--- config.mk ---
export PLATFORM = sky130hd
export DESIGN_NAME = quadrature_encoder_interface
export DESIGN_NICKNAME = d
export VERILOG_FILES = /design/src/verilog/pin_sync3.v /design/src/verilog/step_accum.v /design/src/verilog/quadrature_encoder_interface.v
export VERILOG_INCLUDE_DIRS = /design/src /design/src/verilog
export SDC_FILE = /design/constraint.sdc
export NUM_CORES = 1
export LEC_CHECK = 0
export BUFFER_PORTS_ARGS = -buffer_cell sky130_fd_sc_hd__clkbuf_2
export CORE_MARGIN = 8
export CORE_UTILIZATION = 60
export CTS_CLUSTER_DIAMETER = 200
export DETAILED_ROUTE_END_ITERATION = 12
export PLACE_DENSITY_LB_ADDON = 0.15
export SLEW_MARGIN = 0
export SYNTH_ARGS = -nofsm -noshare
export SYNTH_HDL_FRONTEND = slang
export SYNTH_SLANG_ARGS = --single-unit
--- constraint.sdc ---
create_clock -name i_ref_clk -period 9.96 [get_ports i_ref_clk]
set_input_delay 1.494 -clock i_ref_clk [delete_from_list [all_inputs] [get_ports i_ref_clk]]
set_output_delay 1.494 -clock i_ref_clk [all_outputs]
set_load 0.01 [all_outputs]
--- src/verilog/qenc_defs.vh ---
// register indices, field positions, reset values and decimal modulus of the encoder block
`ifndef QENC_DEFS_VH
`define QENC_DEFS_VH

// register indices; byte address is index times four
`define QE_IDX_CFG 6'h38
`define QE_IDX_POS 6'h39
`define QE_IDX_CONST 6'h3a
`define QE_IDX_STATUS 6'h3b
`define QE_IDX_CAPT 6'h3c
`define QE_IDX_RAMP_CAPT 6'h3d
`define QE_IDX_IRQ_MASK 6'h3e

// configuration field positions
`define QE_CFG_POL_A 0
`define QE_CFG_POL_B 1
`define QE_CFG_POL_N 2
`define QE_CFG_SKIP_AB 3
`define QE_CFG_CONT 4
`define QE_CFG_ONCE 5
`define QE_CFG_POS_EDGE 6
`define QE_CFG_NEG_EDGE 7
`define QE_CFG_CLEAR 8
`define QE_CFG_RAMP_CAPT 9
`define QE_CFG_DECIMAL 10
`define QE_CFG_W 11

// status field positions
`define QE_STAT_INDEX 0

// reset values
`define QE_CFG_RST 11'h000
`define QE_CONST_RST 32'h0000_0000
`define QE_POS_RST 32'h0000_0000
`define QE_MASK_RST 1'h1

// fractional modulus in decimal mode
`define QE_DEC_MOD 17'h02710

`endif

--- src/verilog/pin_sync3.v ---
// three-stage pin synchroniser with agreement filter, one lane per bit
`timescale 1ns/1ps

module pin_sync3 #(
   parameter W = 3
) (
   input wire i_ref_clk,
   input wire i_rst_n,
   input wire [W-1:0] i_pin,
   output wire [W-1:0] o_level
);

   // ---------------------------------------------------------------
   // per-bit synchroniser lanes
   // ---------------------------------------------------------------
   genvar g;
   generate
      for (g = 0; g < W; g = g + 1) begin : lane
         reg s1_q;
         reg s2_q;
         reg s3_q;
         reg lvl_q;
         // stage one feeds stage two only; level moves once two and three agree
         always @(posedge i_ref_clk or negedge i_rst_n) begin
            if (!i_rst_n) begin
               s1_q <= 1'b0;
               s2_q <= 1'b0;
               s3_q <= 1'b0;
               lvl_q <= 1'b0;
            end else begin
               s1_q <= i_pin[g];
               s2_q <= s1_q;
               s3_q <= s2_q;
               if (s2_q == s3_q) begin
                  lvl_q <= s3_q;
               end
            end
         end
         assign o_level[g] = lvl_q;
      end
   endgenerate

endmodule // pin_sync3

--- src/verilog/step_accum.v ---
// fixed-point position accumulator with binary or decimal fraction
`timescale 1ns/1ps
`include "qenc_defs.vh"

module step_accum (
   input wire i_ref_clk,
   input wire i_rst_n,
   input wire i_step,
   input wire i_up,
   input wire i_decimal,
   input wire [31:0] i_const,
   input wire i_load,
   input wire [31:0] i_load_val,
   input wire i_clear,
   output wire [31:0] o_pos
);

   reg [31:0] pos_q;
   reg [31:0] pos_d;
   reg [15:0] frac_q;
   reg [15:0] frac_d;
   wire [16:0] sum17;
   wire [16:0] diff17;
   wire [31:0] int_se;
   wire [16:0] sum_wrap;
   wire [16:0] diff_wrap;
   reg carry;

   // ---------------------------------------------------------------
   // fraction arithmetic
   // ---------------------------------------------------------------
   // integer part is signed, fraction is an unsigned remainder
   assign int_se = {{16{i_const[31]}}, i_const[31:16]};
   assign sum17 = {1'b0, frac_q} + {1'b0, i_const[15:0]};
   assign diff17 = {1'b0, frac_q} - {1'b0, i_const[15:0]};
   // decimal wrap terms; only the low sixteen bits are kept as the fraction
   assign sum_wrap = sum17 - `QE_DEC_MOD;
   assign diff_wrap = diff17 + `QE_DEC_MOD;

   // next value: load beats clear beats step
   always @* begin
      pos_d = pos_q;
      frac_d = frac_q;
      carry = 1'b0;
      if (i_load) begin
         pos_d = i_load_val;
         frac_d = 16'h0000;
      end else if (i_clear) begin
         pos_d = `QE_POS_RST;
         frac_d = 16'h0000;
      end else if (i_step && i_up) begin
         if (i_decimal && sum17 >= `QE_DEC_MOD) begin
            carry = 1'b1;
            frac_d = sum_wrap[15:0];
         end else begin
            carry = sum17[16] & ~i_decimal;
            frac_d = sum17[15:0];
         end
         pos_d = pos_q + int_se + {31'h0000_0000, carry};
      end else if (i_step) begin
         carry = diff17[16];
         if (i_decimal && diff17[16]) begin
            frac_d = diff_wrap[15:0];
         end else begin
            frac_d = diff17[15:0];
         end
         pos_d = pos_q - int_se - {31'h0000_0000, carry};
      end
   end

   // position and fraction state
   always @(posedge i_ref_clk or negedge i_rst_n) begin
      if (!i_rst_n) begin
         pos_q <= `QE_POS_RST;
         frac_q <= 16'h0000;
      end else begin
         pos_q <= pos_d;
         frac_q <= frac_d;
      end
   end

   assign o_pos = pos_q;

endmodule // step_accum

--- src/verilog/quadrature_encoder_interface.v ---
// incremental a/b/n encoder interface: decoder, index logic and registers
`timescale 1ns/1ps
// -------------------------------------------------------------------
// Contract
// - signed 32-bit position, readable and writable
// - step constant 16.16 signed, resets zero
// - each step adds or subtracts constant
// - config bit 10 picks decimal fraction
// - index event sets status, read clears
// - status bit drives interrupt output
// - index event copies position to capture
// - config bit 9 also captures ramp position
// - config bit 8 clears position after capture
// - bits 7:6 choose level or edge sensitivity
// - bit 5 acts on first event only
// - bit 4 acts on every event
// - bit 3 drops a/b qualification
// - bit 2 sets index active level
// - bits 1:0 give required b/a levels
// -------------------------------------------------------------------
`include "qenc_defs.vh"

module quadrature_encoder_interface #(
   parameter ADDR_W = 8
) (
   input wire i_ref_clk,
   input wire i_rst_n,
   input wire i_enc_a,
   input wire i_enc_b,
   input wire i_enc_n,
   input wire [31:0] i_ramp_actual_position,
   input wire [ADDR_W-1:0] i_addr,
   input wire [31:0] i_wr_data,
   input wire i_wr_en,
   input wire i_rd_en,
   output wire [31:0] o_rd_data,
   output wire o_irq,
   output wire o_index_event
);

   // -------------------------------------------------------------------
   // declarations
   // -------------------------------------------------------------------
   reg [`QE_CFG_W-1:0] encoder_configuration_q;
   reg [31:0] encoder_step_constant_q;
   reg [31:0] index_capture_position_q;
   reg [31:0] ramp_capture_position_q;
   reg encoder_event_status_q;
   reg encoder_event_status_d;
   reg irq_mask_q;
   reg irq_q;
   reg [31:0] rd_data_q;
   reg [31:0] rd_mux;
   reg index_event_q;
   reg once_armed_q;
   reg a_prev_q;
   reg b_prev_q;
   reg cond_prev_q;
   wire [2:0] pin_level;
   wire a_lvl;
   wire b_lvl;
   wire n_lvl;
   wire [31:0] enc_pos;
   wire sel_cfg;
   wire sel_pos;
   wire sel_const;
   wire sel_status;
   wire sel_capt;
   wire sel_ramp_capt;
   wire sel_mask;
   wire wr_cfg;
   wire wr_pos;
   wire wr_const;
   wire wr_status;
   wire wr_mask;
   wire rd_status;
   wire a_chg;
   wire b_chg;
   wire step;
   wire step_up;
   wire n_active;
   wire ab_match;
   wire index_cond;
   wire cond_rise;
   wire cond_fall;
   reg index_event;
   wire fire;
   wire clear_pos;

   // -------------------------------------------------------------------
   // address decode
   // -------------------------------------------------------------------
   // registers sit one per word; low two address bits must be zero
   assign sel_cfg = (i_addr == {`QE_IDX_CFG, 2'b00});
   assign sel_pos = (i_addr == {`QE_IDX_POS, 2'b00});
   assign sel_const = (i_addr == {`QE_IDX_CONST, 2'b00});
   assign sel_status = (i_addr == {`QE_IDX_STATUS, 2'b00});
   assign sel_capt = (i_addr == {`QE_IDX_CAPT, 2'b00});
   assign sel_ramp_capt = (i_addr == {`QE_IDX_RAMP_CAPT, 2'b00});
   assign sel_mask = (i_addr == {`QE_IDX_IRQ_MASK, 2'b00});

   // write and read qualifiers
   assign wr_cfg = i_wr_en & sel_cfg;
   assign wr_pos = i_wr_en & sel_pos;
   assign wr_const = i_wr_en & sel_const;
   assign wr_status = i_wr_en & sel_status;
   assign wr_mask = i_wr_en & sel_mask;
   assign rd_status = i_rd_en & sel_status;

   // -------------------------------------------------------------------
   // software-written registers
   // -------------------------------------------------------------------
   // configuration, step constant and interrupt mask
   always @(posedge i_ref_clk or negedge i_rst_n) begin
      if (!i_rst_n) begin
         encoder_configuration_q <= `QE_CFG_RST;
         encoder_step_constant_q <= `QE_CONST_RST;
         irq_mask_q <= `QE_MASK_RST;
      end else begin
         if (wr_cfg) begin
            encoder_configuration_q <= i_wr_data[`QE_CFG_W-1:0];
         end
         if (wr_const) begin
            encoder_step_constant_q <= i_wr_data;
         end
         if (wr_mask) begin
            irq_mask_q <= i_wr_data[0];
         end
      end
   end

   // -------------------------------------------------------------------
   // pin synchronisation
   // -------------------------------------------------------------------
   // all three encoder lines come from off chip
   pin_sync3 #(
      .W(3)
   ) u_pin_sync (
      .i_ref_clk(i_ref_clk),
      .i_rst_n(i_rst_n),
      .i_pin({i_enc_n, i_enc_b, i_enc_a}),
      .o_level(pin_level)
   );

   // filtered levels; bit order matches the concatenation above
   assign a_lvl = pin_level[0];
   assign b_lvl = pin_level[1];
   assign n_lvl = pin_level[2];

   // -------------------------------------------------------------------
   // quadrature decode
   // -------------------------------------------------------------------
   // previous filtered a/b levels
   always @(posedge i_ref_clk or negedge i_rst_n) begin
      if (!i_rst_n) begin
         a_prev_q <= 1'b0;
         b_prev_q <= 1'b0;
      end else begin
         a_prev_q <= a_lvl;
         b_prev_q <= b_lvl;
      end
   end

   // one step per single-line change; a double change is lost, not guessed
   assign a_chg = a_lvl ^ a_prev_q;
   assign b_chg = b_lvl ^ b_prev_q;
   assign step = a_chg ^ b_chg;
   // a leading b counts up: 00 -> 10 -> 11 -> 01 -> 00
   assign step_up = a_lvl ^ b_prev_q;

   // -------------------------------------------------------------------
   // index qualification
   // -------------------------------------------------------------------
   // index active level follows the configured polarity
   assign n_active = ~(n_lvl ^ encoder_configuration_q[`QE_CFG_POL_N]);

   // a and b must sit at their configured levels unless skipped
   assign ab_match = encoder_configuration_q[`QE_CFG_SKIP_AB] |
      ((a_lvl == encoder_configuration_q[`QE_CFG_POL_A]) &&
      (b_lvl == encoder_configuration_q[`QE_CFG_POL_B]));

   assign index_cond = n_active & ab_match;

   // previous qualified condition for edge detection
   always @(posedge i_ref_clk or negedge i_rst_n) begin
      if (!i_rst_n) begin
         cond_prev_q <= 1'b0;
      end else begin
         cond_prev_q <= index_cond;
      end
   end

   assign cond_rise = index_cond & ~cond_prev_q;
   assign cond_fall = ~index_cond & cond_prev_q;

   // edges are of the qualified condition, so an a/b move can make one too
   // sensitivity select; level mode fires every cycle while active
   always @* begin
      case ({encoder_configuration_q[`QE_CFG_NEG_EDGE],
            encoder_configuration_q[`QE_CFG_POS_EDGE]})
         2'b00: begin
            index_event = index_cond;
         end
         2'b01: begin
            index_event = cond_rise;
         end
         2'b10: begin
            index_event = cond_fall;
         end
         2'b11: begin
            index_event = cond_rise | cond_fall;
         end
         default: begin
            index_event = 1'b0;
         end
      endcase
   end

   // -------------------------------------------------------------------
   // capture control
   // -------------------------------------------------------------------
   // single-shot arming; a new config write re-arms or disarms it
   always @(posedge i_ref_clk or negedge i_rst_n) begin
      if (!i_rst_n) begin
         once_armed_q <= 1'b0;
      end else if (wr_cfg) begin
         once_armed_q <= i_wr_data[`QE_CFG_ONCE];
      end else if (index_event) begin
         once_armed_q <= 1'b0;
      end
   end

   // capture fires on every event or the first after arming
   // level mode with continuous capture rewrites the capture every cycle
   assign fire = index_event &
      (encoder_configuration_q[`QE_CFG_CONT] | once_armed_q);

   // clear counter only when the action bit asks for it
   assign clear_pos = fire & encoder_configuration_q[`QE_CFG_CLEAR];

   // capture takes the pre-clear position of this same cycle
   always @(posedge i_ref_clk or negedge i_rst_n) begin
      if (!i_rst_n) begin
         index_capture_position_q <= 32'h0000_0000;
         ramp_capture_position_q <= 32'h0000_0000;
      end else if (fire) begin
         index_capture_position_q <= enc_pos;
         if (encoder_configuration_q[`QE_CFG_RAMP_CAPT]) begin
            ramp_capture_position_q <= i_ramp_actual_position;
         end
      end
   end

   // -------------------------------------------------------------------
   // position accumulator
   // -------------------------------------------------------------------
   // software write beats index clear beats counting
   step_accum u_step_accum (
      .i_ref_clk(i_ref_clk),
      .i_rst_n(i_rst_n),
      .i_step(step),
      .i_up(step_up),
      .i_decimal(encoder_configuration_q[`QE_CFG_DECIMAL]),
      .i_const(encoder_step_constant_q),
      .i_load(wr_pos),
      .i_load_val(i_wr_data),
      .i_clear(clear_pos),
      .o_pos(enc_pos)
   );

   // -------------------------------------------------------------------
   // event status and interrupt
   // -------------------------------------------------------------------
   // a read that meets a new event returns the old value, so nothing is lost
   // sticky flag: set wins over read clear and write-one clear
   always @* begin
      encoder_event_status_d = encoder_event_status_q;
      if (rd_status | (wr_status & i_wr_data[`QE_STAT_INDEX])) begin
         encoder_event_status_d = 1'b0;
      end
      if (index_event) begin
         encoder_event_status_d = 1'b1;
      end
   end

   // status, interrupt and event pulse flops
   always @(posedge i_ref_clk or negedge i_rst_n) begin
      if (!i_rst_n) begin
         encoder_event_status_q <= 1'b0;
         irq_q <= 1'b0;
         index_event_q <= 1'b0;
      end else begin
         encoder_event_status_q <= encoder_event_status_d;
         // driven from the next status so it tracks the flag with no lag while the mask stays set
         irq_q <= encoder_event_status_d & irq_mask_q;
         index_event_q <= index_event;
      end
   end

   // -------------------------------------------------------------------
   // read path
   // -------------------------------------------------------------------
   // unmapped and write-only locations read as zero
   always @* begin
      rd_mux = 32'h0000_0000;
      if (sel_cfg) begin
         rd_mux = {21'h00_0000, encoder_configuration_q};
      end else if (sel_pos) begin
         rd_mux = enc_pos;
      end else if (sel_status) begin
         rd_mux = {31'h0000_0000, encoder_event_status_q};
      end else if (sel_capt) begin
         rd_mux = index_capture_position_q;
      end else if (sel_ramp_capt) begin
         rd_mux = ramp_capture_position_q;
      end else if (sel_mask) begin
         rd_mux = {31'h0000_0000, irq_mask_q};
      end
   end

   // zero between reads so a stale word never looks like an answer
   // read data stands for exactly the cycle after the strobe
   always @(posedge i_ref_clk or negedge i_rst_n) begin
      if (!i_rst_n) begin
         rd_data_q <= 32'h0000_0000;
      end else if (i_rd_en) begin
         rd_data_q <= rd_mux;
      end else begin
         rd_data_q <= 32'h0000_0000;
      end
   end

   // -------------------------------------------------------------------
   // outputs
   // -------------------------------------------------------------------
   // every output is a flop; no logic between register and pin
   assign o_rd_data = rd_data_q;
   assign o_irq = irq_q;
   assign o_index_event = index_event_q;

endmodule // quadrature_encoder_interface

==> impl_metrics.tcl <==
set metrics [dict create \
    status "finished, final reports clean" \
    layout_common_cells "dfrtp_1 (206), inv_1 (157), nand2_1 (138)" \
    worst_slew_pin_slew_ns 1.15 \
    grt_pass1_vias 13100 \
    setup.worst_path.end_class "flip-flop" \
    ant_nets 0 \
    yosysSeqAreaShare_pct 35.1 \
    cp.buffers_inverters 1 \
    drt_iter0_markers 1227 \
    io_pins 113 \
    start_util_pct 60.9 \
    rr_worst_depth 23 \
    ys.flop_type "dfrtp_1" \
    fin_crit_ns 6.90 \
    synthArstFlopShare_pct 100 \
    antenna_found_initial 0 \
    vias 13200 \
    syn_area_um2 14800 \
    crit_path_cell_trace "ha_1, inv_1, fa_1, o21bai_4, a211oi_4, nor4_2, o311ai_0, nand2_1, xor2_1, o2111ai_2, nor2_1, a31oi_1, fa_1, a21oi_1, o21a_1, o41a_1, o2111ai_1, a211oi_1, a211o_1, a21oi_1, o21ai_0, a2111oi_0, o31ai_1" \
    rr_startpoint "encoder_step_constant_q[0]$_DFFE_PN0P_" \
    routabilityCongestion 0.929 \
    multi_input_area_um2 8730 \
    vias_per_cell 6.39 \
    final_nets 1930 \
    syn_to_final_growth_pct 12.0 \
    crit_required_ns 10.40 \
    drv_slew 0 \
    grt_first_pass_wirelength_um 72500 \
    cts_tree "built" \
    post_cts_resized 0 \
    clock-root-buffer "clkbuf_16" \
    crit_slowest_cell "o311ai_0" \
    post_cts_buffers 0 \
    num_rows 57 \
    p_per_area_nw_per_um2 261 \
    hold_ws_ns 0.347 \
    wl_per_cell_um 22.0 \
    synth_seq_cells 207 \
    cp_max_fo 9 \
    hold_viol 0 \
    worstSetupStartpointType "flip-flop" \
    grtUsageTotal_pct 29.8 \
    htree_levels 1 \
    n_fill_cell 1995 \
    finalCritPeriodShare_pct 69.3 \
    regArea_um2 5180 \
    cts_inserted_buffers 25 \
    criticalPathCategory "flip-flop to flip-flop" \
    rsz0062_at_grt "no" \
    p_leak_uw 0.00750 \
    peakVddDrop_uv 223 \
    rrSetupSlack_ns 3.06 \
    dp_hpwl_um 33000 \
    critPathCapture "u_step_accum.o_pos[29]$_DFFE_PN0P_" \
    die_x_um 173 \
    drc_errors 0 \
    cts_buffer_depth 3 \
    timing.fmax_ghz 0.145 \
    syn_inst 1629 \
    synth_cell_types 89 \
    core_um2 24200 \
    fin_worst_skew_ns 0.0132 \
    syn_nets 1840 \
    firstDrtPassIters 5 \
    worstPathArrival_ns 7.34 \
    dp_cells 2016 \
    yosysWarnings 0 \
    tns_ns 0 \
    critical-path-top-delay-family "compound AO/OA/AOI/OAI gates" \
    clk_latency_ns 0.53 \
    die_area_um2 29900 \
    grt_remaining_overflow 0 \
    r2r-end "u_step_accum.o_pos[29]$_DFFE_PN0P_" \
    max_slew_margin_pct 23.1 \
    finalWirelength_um 45500 \
    max_stage_delay_ns 0.79 \
    grt_max_degree 82 \
    synth-edff-count 0 \
    hp-class "flip-flop to flip-flop" \
    crit_start "encoder_step_constant_q[0]$_DFFE_PN0P_" \
    drive_above_1_share_pct 16.4 \
    cts_num_sinks 207 \
    avgSynthCellArea_um2 9.06 \
    maxCapViolations 0 \
    setup_violations 0 \
    cp.depth 23 \
    final_common_cell "dfrtp_1" \
    die_y_um 173 \
    fin_cells 2063 \
    portBuffers 112 \
    holdBufCountCts 0 \
    path_clk_slew_ns 0.06 \
]
## worst min-delay path by stage
| stage | start | endpoint | slack (ns) | depth (start not counted) |
|---|---|---|---|---|
| finish | u_pin_sync.lane[1].s1_q$_DFF_PN0_ | u_pin_sync.lane[1].s2_q$_DFF_PN0_ | 0.35 | 0 |
| global route | u_pin_sync.lane[1].s1_q$_DFF_PN0_ | u_pin_sync.lane[1].s2_q$_DFF_PN0_ | 0.35 | 0 |
| CTS | u_pin_sync.lane[1].s1_q$_DFF_PN0_ | u_pin_sync.lane[1].s2_q$_DFF_PN0_ | 0.35 | 0 |
| detailed placement | u_pin_sync.lane[1].s1_q$_DFF_PN0_ | u_pin_sync.lane[1].s2_q$_DFF_PN0_ | 0.33 | 0 |
| global placement | u_pin_sync.lane[1].s1_q$_DFF_PN0_ | u_pin_sync.lane[1].s2_q$_DFF_PN0_ | 0.33 | 0 |
| floorplan | u_pin_sync.lane[0].s1_q$_DFF_PN0_ | u_pin_sync.lane[0].s2_q$_DFF_PN0_ | 0.33 | 0 |
## cell usage after synthesis, types with 6 or more instances
cell type	n	area (µm²)
a221oi_1	17	149
o22ai_1	6	37.5
nand2_1	138	518
and3_1	11	68.8
o21bai_1	9	67.6
or3_1	15	93.8
fa_1	6	120
nand3_1	24	120
xor2_1	21	184
nor3_1	29	145
ha_1	126	1580
nor2b_1	15	93.8
nor4_1	6	37.5
o21ai_0	98	490
nor2_1	83	312
inv_1	157	589
nand4_1	13	81.3
a211o_1	6	52.6
xnor2_1	51	447
a21boi_0	14	105
nand2b_1	13	81.3
o2111ai_1	7	61.3
and2_1	8	50.1
o211ai_1	19	143
dfrtp_1	206	5150
o31ai_1	16	120
buf_2	6	30.0
clkbuf_1	55	206
o221ai_1	11	96.3
mux2i_1	6	60.1
a31oi_1	12	75.1
a21o_1	19	143
o21a_1	14	105
a211oi_1	8	60.1
o31a_1	6	52.6
a2111oi_0	6	52.6
a22oi_1	57	428
mux2_2	79	890
a221o_1	9	90.1
a21oi_1	128	641
## power by group
group / switching [µW] / total (µW) / internal (µW)
registers: 153 / 1150 / 993
logic: 1340 / 2180 / 848
clock network: 381 / 985 / 604
total: 1870 / 4320 / 2450
## layer usage
layer	global-route usage (%)	wire length (µm)
met1	41.6	20600
met2	44.9	19500
met3	6.45	3780
met4	10.7	1610
met5	0	0
## cells by family after synthesis
logic type / Yosys count / synth area share (%)
compound gates: 515 / 23.9
simple gates: 388 / 12.7
buf+inv: 227 / 5.88
flops: 207 / 35.1
fa+ha+maj: 135 / 11.7
mux: 85 / 6.43
xor+xnor: 72 / 4.27
## sequential cells by signal (all words and copies together), names as in the netlist
signal                    cells
encoder_step_constant_q      32
index_capture_position_q     32
o_rd_data                    32
ramp_capture_position_q      32
u_step_accum.o_pos           32
u_step_accum.frac_q          16
encoder_configuration_q      11
u_pin_sync.lane.lvl_q         3
u_pin_sync.lane.s1_q          3
u_pin_sync.lane.s2_q          3
u_pin_sync.lane.s3_q          3
a_prev_q                      1
b_prev_q                      1
cond_prev_q                   1
encoder_event_status_q        1
irq_mask_q                    1
o_index_event                 1
o_irq                         1
once_armed_q                  1
## final cells by class
type / count / area share, %
Sequential cell: 207 / 31.4
Clock inverter: 14 / 1.15
Antenna cell: 1 / 0.0151
Timing Repair Buffer: 131 / 4.32
Multi-Input combinational cell: 1195 / 52.9
Clock buffer: 32 / 4.25
Tap cell: 324 / 2.45
Inverter: 159 / 3.61
## per-stage QoR
step | power [µW] | util [%] | cell area (µm²) | setup WS, ns
after global routing | 4590 | 68.1 | 16500 | 2.70
after floorplan | 2720 | - | 14800 | 4.20
after detailed placement | 3270 | 64.5 | 15600 | 3.24
after CTS | 4270 | 68.1 | 16500 | 3.23
final | 4320 | 68.1 | 16500 | 3.06
after global placement | 3250 | 64.5 | 15600 | 3.42
Note: power is estimated with default switching activity, not from simulation.
